--- config.mk ---
export PLATFORM = sky130hd
export DESIGN_NAME = rdsc_top
export DESIGN_NICKNAME = d
export VERILOG_FILES = /design/src/rtl/rdsc_dev_calc.v /design/src/rtl/rdsc_rx_term.v /design/src/rtl/rdsc_top.v
export VERILOG_INCLUDE_DIRS = /design/src /design/src/common
export SDC_FILE = /design/constraint.sdc
export NUM_CORES = 1
export LEC_CHECK = 0
export BUFFER_PORTS_ARGS = -buffer_cell sky130_fd_sc_hd__buf_4
export CAP_MARGIN = 25
export CORE_ASPECT_RATIO = 0.5
export CORE_UTILIZATION = 59
export DETAILED_ROUTE_END_ITERATION = 7
export PLACE_DENSITY = 0.83
export RECOVER_POWER = 100
export SYNTH_ARGS = -nofsm -noshare
export SYNTH_HDL_FRONTEND = slang
export SYNTH_SLANG_ARGS = --single-unit
--- constraint.sdc ---
create_clock -name clk -period 3.67 [get_ports clk]
set_clock_uncertainty 0.15 [all_clocks]
set_input_delay 0.5505 -clock clk [delete_from_list [all_inputs] [get_ports clk]]
set_output_delay 0.5505 -clock clk [all_outputs]
set_load 0.01 [all_outputs]
--- src/common/rdsc_regs.vh ---
// Register map, field positions, reset values and codes of the deviation and state config block
`ifndef RDSC_REGS_VH
`define RDSC_REGS_VH

// Register addresses on the serial register port
`define RDSC_ADDR_FREQ_DEV      6'h15
`define RDSC_ADDR_RX_TERM       6'h16
`define RDSC_ADDR_PKT_END       6'h17

// Reset values
`define RDSC_RST_FREQ_DEV       8'h47
`define RDSC_RST_RX_TERM        8'h07
`define RDSC_RST_PKT_END        8'h30

// Writable bit masks, unused bits read zero
`define RDSC_MASK_FREQ_DEV      8'h77
`define RDSC_MASK_RX_TERM       8'h1F
`define RDSC_MASK_PKT_END       8'h3F

// Field positions
`define RDSC_DEV_E_HI           6
`define RDSC_DEV_E_LO           4
`define RDSC_DEV_M_HI           2
`define RDSC_DEV_M_LO           0
`define RDSC_CS_TERM_BIT        4
`define RDSC_CCA_HI             5
`define RDSC_CCA_LO             4
`define RDSC_RXOFF_HI           3
`define RDSC_RXOFF_LO           2
`define RDSC_TXOFF_HI           1
`define RDSC_TXOFF_LO           0

// Modulation codes
`define RDSC_MOD_2FSK           2'h0
`define RDSC_MOD_GFSK           2'h1
`define RDSC_MOD_OOK            2'h2
`define RDSC_MOD_4FSK           2'h3

// Radio states
`define RDSC_ST_IDLE            2'h0
`define RDSC_ST_FSTX            2'h1
`define RDSC_ST_TX              2'h2
`define RDSC_ST_RX              2'h3

// Clear channel selector codes
`define RDSC_CCA_ALWAYS         2'h0
`define RDSC_CCA_RSSI           2'h1
`define RDSC_CCA_NOPKT          2'h2
`define RDSC_CCA_BOTH           2'h3

// OOK carrier sense window in symbols, minus one for the counter compare
`define RDSC_OOK_CS_SYMBOLS     4'h8
`define RDSC_OOK_CS_LAST        4'h7

// Deviation word scale: one unit equals crystal frequency over two to the 17
`define RDSC_DEV_SCALE_LOG2     17

// Serial frame bit counts
`define RDSC_HDR_LAST_BIT       4'h7
`define RDSC_DATA_LAST_BIT      4'hF
`define RDSC_DATA_FIRST_BIT     4'h8

`endif

--- src/rtl/rdsc_dev_calc.v ---
// Frequency deviation word and signed carrier offset for FSK-family transmit
`timescale 1ns/100ps
`default_nettype none
`include "rdsc_regs.vh"

module rdsc_dev_calc
(
  input  wire        clk,
  input  wire        rstn,
  input  wire [2:0]  devExp,
  input  wire [2:0]  devMant,
  input  wire        ookMode,
  input  wire        txActive,
  input  wire        txSymbol,
  output reg  [10:0] devWord,
  output reg  [11:0] freqOffset
);

  // Mantissa with implicit leading one, shifted by the exponent
  function [10:0] devCalc;
    input [2:0] e;
    input [2:0] m;
    begin
      devCalc = {7'h00, 1'b1, m} << e;
    end
  endfunction

  wire [10:0] devNow = devCalc(devExp, devMant);

  // Registered deviation and offset; OOK ignores the fields
  always @(posedge clk or negedge rstn)
  begin
    if (!rstn)
    begin
      devWord    <= 11'h000;
      freqOffset <= 12'h000;
    end
    else
    begin
      devWord <= ookMode ? 11'h000 : devNow;
      if (!txActive || ookMode)
        freqOffset <= 12'h000;
      else if (txSymbol)
        freqOffset <= {1'b0, devNow};
      else
        freqOffset <= 12'h000 - {1'b0, devNow};
    end
  end

endmodule // rdsc_dev_calc

`default_nettype wire

--- src/rtl/rdsc_rx_term.v ---
// Carrier-sense based early termination of receive mode
`timescale 1ns/100ps
`default_nettype none
`include "rdsc_regs.vh"

module rdsc_rx_term
(
  input  wire clk,
  input  wire rstn,
  input  wire rxRestart,
  input  wire rxActive,
  input  wire ookMode,
  input  wire symTick,
  input  wire carrierSense,
  input  wire pktActive,
  output reg  rxTerminate
);

  reg [3:0] symCnt_r;
  reg       csSeen_r;
  reg       armed_r;

  // Symbol window counter and carrier-sense loss detection
  always @(posedge clk or negedge rstn)
  begin
    if (!rstn)
    begin
      symCnt_r    <= 4'h0;
      csSeen_r    <= 1'b0;
      armed_r     <= 1'b0;
      rxTerminate <= 1'b0;
    end
    else if (rxRestart)
    begin
      symCnt_r    <= 4'h0;
      csSeen_r    <= 1'b0;
      armed_r     <= 1'b1;
      rxTerminate <= 1'b0;
    end
    else if (!rxActive)
    begin
      armed_r     <= 1'b0;
      rxTerminate <= 1'b0;
    end
    else
    begin
      rxTerminate <= 1'b0;
      if (carrierSense)
        csSeen_r <= 1'b1;
      // OOK: give up after the symbol window without carrier sense
      if (ookMode && armed_r && !csSeen_r && !carrierSense && symTick)
      begin
        symCnt_r <= symCnt_r + 4'h1;
        if (symCnt_r == `RDSC_OOK_CS_LAST)
        begin
          rxTerminate <= 1'b1;
          armed_r     <= 1'b0;
        end
      end
      // FSK family: stop once carrier sense is lost outside a packet
      if (!ookMode && armed_r && csSeen_r && !carrierSense && !pktActive)
      begin
        rxTerminate <= 1'b1;
        armed_r     <= 1'b0;
      end
    end
  end

endmodule // rdsc_rx_term

`default_nettype wire

--- src/rtl/rdsc_top.v ---
// Deviation and radio state configuration block with its serial register port
`timescale 1ns/100ps
`default_nettype none
`include "rdsc_regs.vh"

module rdsc_top
(
  input  wire        clk,
  input  wire        rstn,
  input  wire        spiCsn,
  input  wire        spiSclk,
  input  wire        spiMosi,
  output reg         spiMiso,
  output reg         spiMisoOe,
  input  wire [1:0]  modSelect,
  input  wire        cmdIdle,
  input  wire        cmdRx,
  input  wire        cmdTx,
  input  wire        cmdFstx,
  input  wire        pktRxDone,
  input  wire        pktTxDone,
  input  wire        pktActive,
  input  wire        rssiBelowThr,
  input  wire        carrierSense,
  input  wire        symTick,
  input  wire        txSymbol,
  output reg  [1:0]  radioState,
  output wire [11:0] freqOffset,
  output wire [10:0] devWord,
  output reg         clearChannel,
  output reg         txPreambleStart,
  output wire        rxTerminate
);

  // Configuration registers
  reg  [7:0] freqDevReg_r;
  reg  [7:0] rxTermReg_r;
  reg  [7:0] pktEndReg_r;

  // Serial pin synchronisers
  reg        csnS1_r;
  reg        csnS2_r;
  reg        sclkS1_r;
  reg        sclkS2_r;
  reg        sclkS3_r;
  reg        mosiS1_r;
  reg        mosiS2_r;

  // Serial frame state
  reg  [3:0] bitCnt_r;
  reg  [7:0] shiftIn_r;
  reg  [7:0] shiftOut_r;
  reg  [5:0] addr_r;
  reg        rdMode_r;

  // Radio state machine
  reg  [1:0] radioState_nxt;
  reg        rxRestart_r;
  reg        preamble_nxt;

  // Read mux; unmapped addresses and unused bits give zero
  function [7:0] regRead;
    input [5:0] a;
    input [7:0] devR;
    input [7:0] termR;
    input [7:0] endR;
    begin
      case (a)
        `RDSC_ADDR_FREQ_DEV: regRead = devR & `RDSC_MASK_FREQ_DEV;
        `RDSC_ADDR_RX_TERM:  regRead = termR & `RDSC_MASK_RX_TERM;
        `RDSC_ADDR_PKT_END:  regRead = endR & `RDSC_MASK_PKT_END;
        default:             regRead = 8'h00;
      endcase
    end
  endfunction

  // Field views
  wire [2:0] devExp    = freqDevReg_r[`RDSC_DEV_E_HI:`RDSC_DEV_E_LO];
  wire [2:0] devMant   = freqDevReg_r[`RDSC_DEV_M_HI:`RDSC_DEV_M_LO];
  wire       csTermEn  = rxTermReg_r[`RDSC_CS_TERM_BIT];
  wire [1:0] ccaSel    = pktEndReg_r[`RDSC_CCA_HI:`RDSC_CCA_LO];
  wire [1:0] rxOffMode = pktEndReg_r[`RDSC_RXOFF_HI:`RDSC_RXOFF_LO];
  wire [1:0] txOffMode = pktEndReg_r[`RDSC_TXOFF_HI:`RDSC_TXOFF_LO];
  wire       ookMode   = (modSelect == `RDSC_MOD_OOK);

  // Serial port edges and strobes
  wire       spiActive = ~csnS2_r;
  wire       sclkRise  = sclkS2_r & ~sclkS3_r;
  wire       sclkFall  = ~sclkS2_r & sclkS3_r;
  wire [7:0] rxByte    = {shiftIn_r[6:0], mosiS2_r};
  wire [5:0] hdrAddr   = {shiftIn_r[4:0], mosiS2_r};
  wire       dataEnd   = spiActive & sclkRise & (bitCnt_r == `RDSC_DATA_LAST_BIT);
  wire       wrStb     = dataEnd & ~rdMode_r;
  wire [5:0] addrInc   = addr_r + 6'h01;

  // Two-stage synchronisers on the serial pins
  always @(posedge clk or negedge rstn)
  begin
    if (!rstn)
    begin
      csnS1_r  <= 1'b1;
      csnS2_r  <= 1'b1;
      sclkS1_r <= 1'b0;
      sclkS2_r <= 1'b0;
      sclkS3_r <= 1'b0;
      mosiS1_r <= 1'b0;
      mosiS2_r <= 1'b0;
    end
    else
    begin
      csnS1_r  <= spiCsn;
      csnS2_r  <= csnS1_r;
      sclkS1_r <= spiSclk;
      sclkS2_r <= sclkS1_r;
      sclkS3_r <= sclkS2_r;
      mosiS1_r <= spiMosi;
      mosiS2_r <= mosiS1_r;
    end
  end

  // Serial frame: header byte then data bytes, address steps in bursts
  always @(posedge clk or negedge rstn)
  begin
    if (!rstn)
    begin
      bitCnt_r   <= 4'h0;
      shiftIn_r  <= 8'h00;
      shiftOut_r <= 8'h00;
      addr_r     <= 6'h00;
      rdMode_r   <= 1'b0;
      spiMiso    <= 1'b0;
      spiMisoOe  <= 1'b0;
    end
    else if (!spiActive)
    begin
      bitCnt_r  <= 4'h0;
      spiMiso   <= 1'b0;
      spiMisoOe <= 1'b0;
    end
    else
    begin
      spiMisoOe <= 1'b1;
      if (sclkRise)
      begin
        shiftIn_r <= rxByte;
        if (bitCnt_r == `RDSC_HDR_LAST_BIT)
        begin
          bitCnt_r   <= bitCnt_r + 4'h1;
          addr_r     <= hdrAddr;
          rdMode_r   <= shiftIn_r[6];
          shiftOut_r <= regRead(hdrAddr, freqDevReg_r, rxTermReg_r, pktEndReg_r);
        end
        else if (bitCnt_r == `RDSC_DATA_LAST_BIT)
        begin
          bitCnt_r   <= `RDSC_DATA_FIRST_BIT;
          addr_r     <= addrInc;
          shiftOut_r <= regRead(addrInc, freqDevReg_r, rxTermReg_r, pktEndReg_r);
        end
        else
          bitCnt_r <= bitCnt_r + 4'h1;
      end
      else if (sclkFall)
      begin
        if (bitCnt_r >= `RDSC_DATA_FIRST_BIT)
        begin
          spiMiso    <= shiftOut_r[7];
          shiftOut_r <= {shiftOut_r[6:0], 1'b0};
        end
        else
          spiMiso <= 1'b0;
      end
    end
  end

  // Register writes; unused bits are masked off
  always @(posedge clk or negedge rstn)
  begin
    if (!rstn)
    begin
      freqDevReg_r <= `RDSC_RST_FREQ_DEV;
      rxTermReg_r  <= `RDSC_RST_RX_TERM;
      pktEndReg_r  <= `RDSC_RST_PKT_END;
    end
    else if (wrStb)
    begin
      case (addr_r)
        `RDSC_ADDR_FREQ_DEV: freqDevReg_r <= rxByte & `RDSC_MASK_FREQ_DEV;
        `RDSC_ADDR_RX_TERM:  rxTermReg_r  <= rxByte & `RDSC_MASK_RX_TERM;
        `RDSC_ADDR_PKT_END:  pktEndReg_r  <= rxByte & `RDSC_MASK_PKT_END;
        default:             freqDevReg_r <= freqDevReg_r;
      endcase
    end
  end

  // Next radio state from commands and packet completion
  always @*
  begin
    radioState_nxt = radioState;
    preamble_nxt   = 1'b0;
    if (cmdIdle)
      radioState_nxt = `RDSC_ST_IDLE;
    else
    begin
      case (radioState)
        `RDSC_ST_IDLE:
        begin
          if (cmdRx)
            radioState_nxt = `RDSC_ST_RX;
          else if (cmdTx)
            radioState_nxt = `RDSC_ST_TX;
          else if (cmdFstx)
            radioState_nxt = `RDSC_ST_FSTX;
        end
        `RDSC_ST_FSTX:
        begin
          if (cmdTx)
            radioState_nxt = `RDSC_ST_TX;
          else if (cmdRx)
            radioState_nxt = `RDSC_ST_RX;
        end
        `RDSC_ST_RX:
        begin
          if (pktRxDone)
          begin
            case (rxOffMode)
              2'h0:    radioState_nxt = `RDSC_ST_IDLE;
              2'h1:    radioState_nxt = `RDSC_ST_FSTX;
              2'h2:    radioState_nxt = `RDSC_ST_TX;
              default: radioState_nxt = `RDSC_ST_RX;
            endcase
          end
          else if (rxTerminate)
            radioState_nxt = `RDSC_ST_IDLE;
          else if (cmdTx)
            radioState_nxt = `RDSC_ST_TX;
        end
        `RDSC_ST_TX:
        begin
          if (pktTxDone)
          begin
            case (txOffMode)
              2'h0:    radioState_nxt = `RDSC_ST_IDLE;
              2'h1:    radioState_nxt = `RDSC_ST_FSTX;
              2'h2:
              begin
                radioState_nxt = `RDSC_ST_TX;
                preamble_nxt   = 1'b1;
              end
              default: radioState_nxt = `RDSC_ST_RX;
            endcase
          end
          else if (cmdRx)
            radioState_nxt = `RDSC_ST_RX;
        end
        default: radioState_nxt = `RDSC_ST_IDLE;
      endcase
    end
  end

  // State register, receive restart and preamble strobe
  always @(posedge clk or negedge rstn)
  begin
    if (!rstn)
    begin
      radioState      <= `RDSC_ST_IDLE;
      rxRestart_r     <= 1'b0;
      txPreambleStart <= 1'b0;
    end
    else
    begin
      radioState      <= radioState_nxt;
      txPreambleStart <= preamble_nxt;
      rxRestart_r     <= (radioState_nxt == `RDSC_ST_RX) &&
                         ((radioState != `RDSC_ST_RX) || pktRxDone);
    end
  end

  // Clear channel indication from the selector
  always @(posedge clk or negedge rstn)
  begin
    if (!rstn)
      clearChannel <= 1'b0;
    else
    begin
      case (ccaSel)
        `RDSC_CCA_ALWAYS: clearChannel <= 1'b1;
        `RDSC_CCA_RSSI:   clearChannel <= rssiBelowThr;
        `RDSC_CCA_NOPKT:  clearChannel <= ~pktActive;
        default:          clearChannel <= rssiBelowThr & ~pktActive;
      endcase
    end
  end

  // Deviation arithmetic and transmit offset
  rdsc_dev_calc uDevCalc
  (
    .clk        (clk),
    .rstn       (rstn),
    .devExp     (devExp),
    .devMant    (devMant),
    .ookMode    (ookMode),
    .txActive   (radioState == `RDSC_ST_TX),
    .txSymbol   (txSymbol),
    .devWord    (devWord),
    .freqOffset (freqOffset)
  );

  // Receive termination on carrier sense
  rdsc_rx_term uRxTerm
  (
    .clk          (clk),
    .rstn         (rstn),
    .rxRestart    (rxRestart_r),
    .rxActive     (csTermEn && (radioState == `RDSC_ST_RX)),
    .ookMode      (ookMode),
    .symTick      (symTick),
    .carrierSense (carrierSense),
    .pktActive    (pktActive),
    .rxTerminate  (rxTerminate)
  );

endmodule // rdsc_top

`default_nettype wire

==> results.toml <==
[clocking]
clock-sinks = 87
path_clk_slew_ns = 0.06
cts.htree.levels = 3
numCtsBuffers = 9
clockBufferDepth = 2
clk_latency_ns = 0.34
post_cts_buffers = 0
cts_hold_buf = 0
tritoncts = "done"
cts_resized = 0
cts-root-buf = "clkbuf_16"

[logic_synthesis]
yosysSeqAreaShare_pct = 49.4
async_reset_ff_share_pct = 100
yosysWarningCount = 0
synth_top_area_share_pct = 42.9
ys_seq_elements = 87
synth-edff-count = 0
yosysMostFrequentCell = "dfrtp_1"
synth_commonest_cells = "dfrtp_1 (76), nor2_1 (46), mux2_2 (32)"
synth_cells = 435
synth_largest_area_cell = "dfrtp_1"
yosys-top-cells-area = "dfrtp_1 (43%), mux2_2 (8.1%), dfstp_2 (6.5%)"
avgSynthCellArea_sq_um = 10.2
syn_area_sq_um = 4440
synth_ff_type = "dfrtp_1"
yosysUniqueCellTypes = 61
syn-num-nets = 463

[route]
routed_via_density = 6.08
first_pass_iters = 5
drc_errors = 0
vias = 3444
postRouteAntennaNets = 0
wl_per_cell_microns = 17.1
drtIter0Drc = 433
totalWireLength_microns = 9700

[sta]
drv_slew = 46
rsz0062_at_grt = "false"
tightest_slew_ns = 2.45
setup_violations = 0
finalCritPeriodShare_pct = 81.2
hold_violations = 0
setup_tns_ns = 0
max_freq_mhz = 336
period_minus_slack_ns = 2.98
maxSlewHeadroom_pct = -63.0

[die]
start_util_pct = 63.7
die_h_microns = 63.3
rows = 21
dieWidth_microns = 125
io_pins = 48
core-area_sq_um = 6960
dieArea_sq_um = 7890

[power_and_ir_drop]
p_sw_share_pct = 23.3
p_switching_uw = 512
seq_power_share_pct = 49.3
peakVddDrop_mv = 0.312
clkPwrFrac_pct = 44.3
power_density_nw_per_um2 = 439
combPwrFrac_pct = 6.3
p_total_uw = 2200
p_int_uw = 1690
p_leak_uw = 0.00220

[hold_path]
min_to = "csnS1_r"
hold_start = "spiCsn"
hold_path_depth = 1
worstHoldPathType = "input port to flop"

[flow_run]
cap_violations = 1

[worst_setup_path]
rr_worst_depth = 7
crit_required_ns = 3.78
cpMaxStageDelayCell = "nor2b_1"
worstPathCellList = "inv_1, ha_1, nor2b_1, nand3_2, nor4_4, nand2_1, mux2_1"
path_max_fanout = 13
cp-start-kind = "flop"
crit_path_end_kind = "flop"
reg2reg_slack_ns = 0.69
crit_family = "simple AND/OR/NAND/NOR gates"
r2r-end = "rxTermReg_r[0]"
crit_type = "flop to flop"
timing.rr.start = "sclkS3_r"
critPathArrivalTime_ns = 3.09
critPathBufInv = 1
max_stage_delay_ns = 0.60

[layout]
layout-drive-gt1-share_pct = 16.5
synthToLayoutAreaGrowth_pct = 13.0
nNetsFinal = 497
diodes = 0
fillers = 537

[placed_design]
portBuffers = 47
dp_hpwl_microns = 6450
gp_congestion = 0.916

[run_status]
violations = "max-capacitance violations, max-slew violations"
outcome = "complete, but fails checks"

[global_route]
first_global_vias = 3284
grt_overflow = 0
grt_first_pass_wirelength_microns = 16200
antenna_found_initial = 0
grt_start_max_net_pins = 88
track_usage_pct = 26.6
-- per-layer routing --
metal | global-route usage (%) | up-vias | routed length, microns
met5 | 0 | - | 0
met4 | 7.38 | 0 | 110
met3 | 8.33 | 15 | 770
met2 | 42.0 | 136 | 4460
met1 | 35.5 | 1669 | 4360
li1 | - | 1624 | -
-- cells in the final DEF, fill, tap and decap left out, types with 4 or more instances in the layout --
cell	synthesis	routed
xnor2_1	7	7
ha_1	10	10
mux2_2	32	31
a211oi_1	6	6
buf_4	2	12
dfrtp_1	76	76
a21oi_1	22	22
nor2b_1	9	10
clkbuf_1	19	35
o21ai_0	17	17
clkbuf_16	0	9
a22o_1	5	5
dfstp_2	11	8
nand3_1	12	12
nand2_1	31	31
nand2b_1	10	10
a222oi_1	4	4
a31oi_1	5	5
a221oi_1	4	4
nand4_1	7	7
mux2i_1	6	6
nor2_1	46	46
nor3_1	12	12
o22ai_1	5	5
xor2_1	5	5
inv_1	17	17
-- area by class of cell --
cell class	count	area, sq um	share of cell area [%]
clock buffer	11	243	4.84
clock inverter	5	81.3	1.62
inverter	18	67.6	1.35
multi-input combinational	303	2060	41.0
sequential	87	2190	43.7
tap	92	115	2.30
timing repair buffer	50	260	5.19
-- worst max-delay path by stage --
stage | from | endpoint | slack (ns) | cells after the start
final | sclkS3_r | rxTermReg_r[0] | 0.69 | 7
after global routing | sclkS3_r | rxTermReg_r[0] | 0.42 | 7
after CTS | sclkS3_r | pktEndReg_r[3] | 0.90 | 7
after detailed placement | sclkS3_r | pktEndReg_r[2] | 0.94 | 7
after global placement | sclkS3_r | freqDevReg_r[4] | 1.03 | 7
after floorplan | freqDevReg_r[4] | uDevCalc.freqOffset[4] | 1.56 | 10
-- power by group through the flow --
stage	logic (uW)	clock network, uW	registers (uW)
floorplan	92.1	0	1060
global placement	142	0	1100
detailed placement	146	0	1100
CTS	147	994	1080
global route	156	1030	1090
finish	140	975	1090
-- sequential cells by signal (all words and copies together), names as in the netlist, 2 cells and up --
register,flops
addr_r,6
bitCnt_r,4
freqDevReg_r,6
pktEndReg_r,6
radioState,2
rxTermReg_r,5
shiftIn_r,7
shiftOut_r,8
uDevCalc.devWord,11
uDevCalc.freqOffset,12
uRxTerm.symCnt_r,4
-- per-stage QoR --
stage          cells  setup slack [ns]  hold WS (ns)  instance area (sq um)  utilization, %
2_1_floorplan    435              1.56         0.105                   4440               -
3_3_place_gp     549              1.03         0.185                   4800            68.9
3_5_place_dp     549             0.941         0.188                   4800            68.9
4_1_cts          565             0.903         0.156                   5120            73.6
5_1_grt          566             0.425         0.152                   5010            72.0
6_report         566             0.691         0.167                   5010            72.0
-- worst reg2reg max path, cell delays in order, from the launching register on --
cell	delay [ns]
dfrtp_1	0.38
inv_1	0.06
ha_1	0.43
nor2b_1	0.60
nand3_2	0.33
nor4_4	0.35
nand2_1	0.23
mux2_1	0.38
-- cells by family (layout without fill, tap and decap cells) --
family          count (synthesis)  after routing  share of synthesized area [%]
simple gates                  150            150                           17.3
compound gates                 93             93                           14.4
flops                          87             87                           49.4
buf+inv                        45             84                           4.26
mux                            38             38                           9.47
xor+xnor                       12             12                           2.37
fa+ha+maj                      10             10                           2.82
Note: power is estimated with default switching activity, not from simulation.
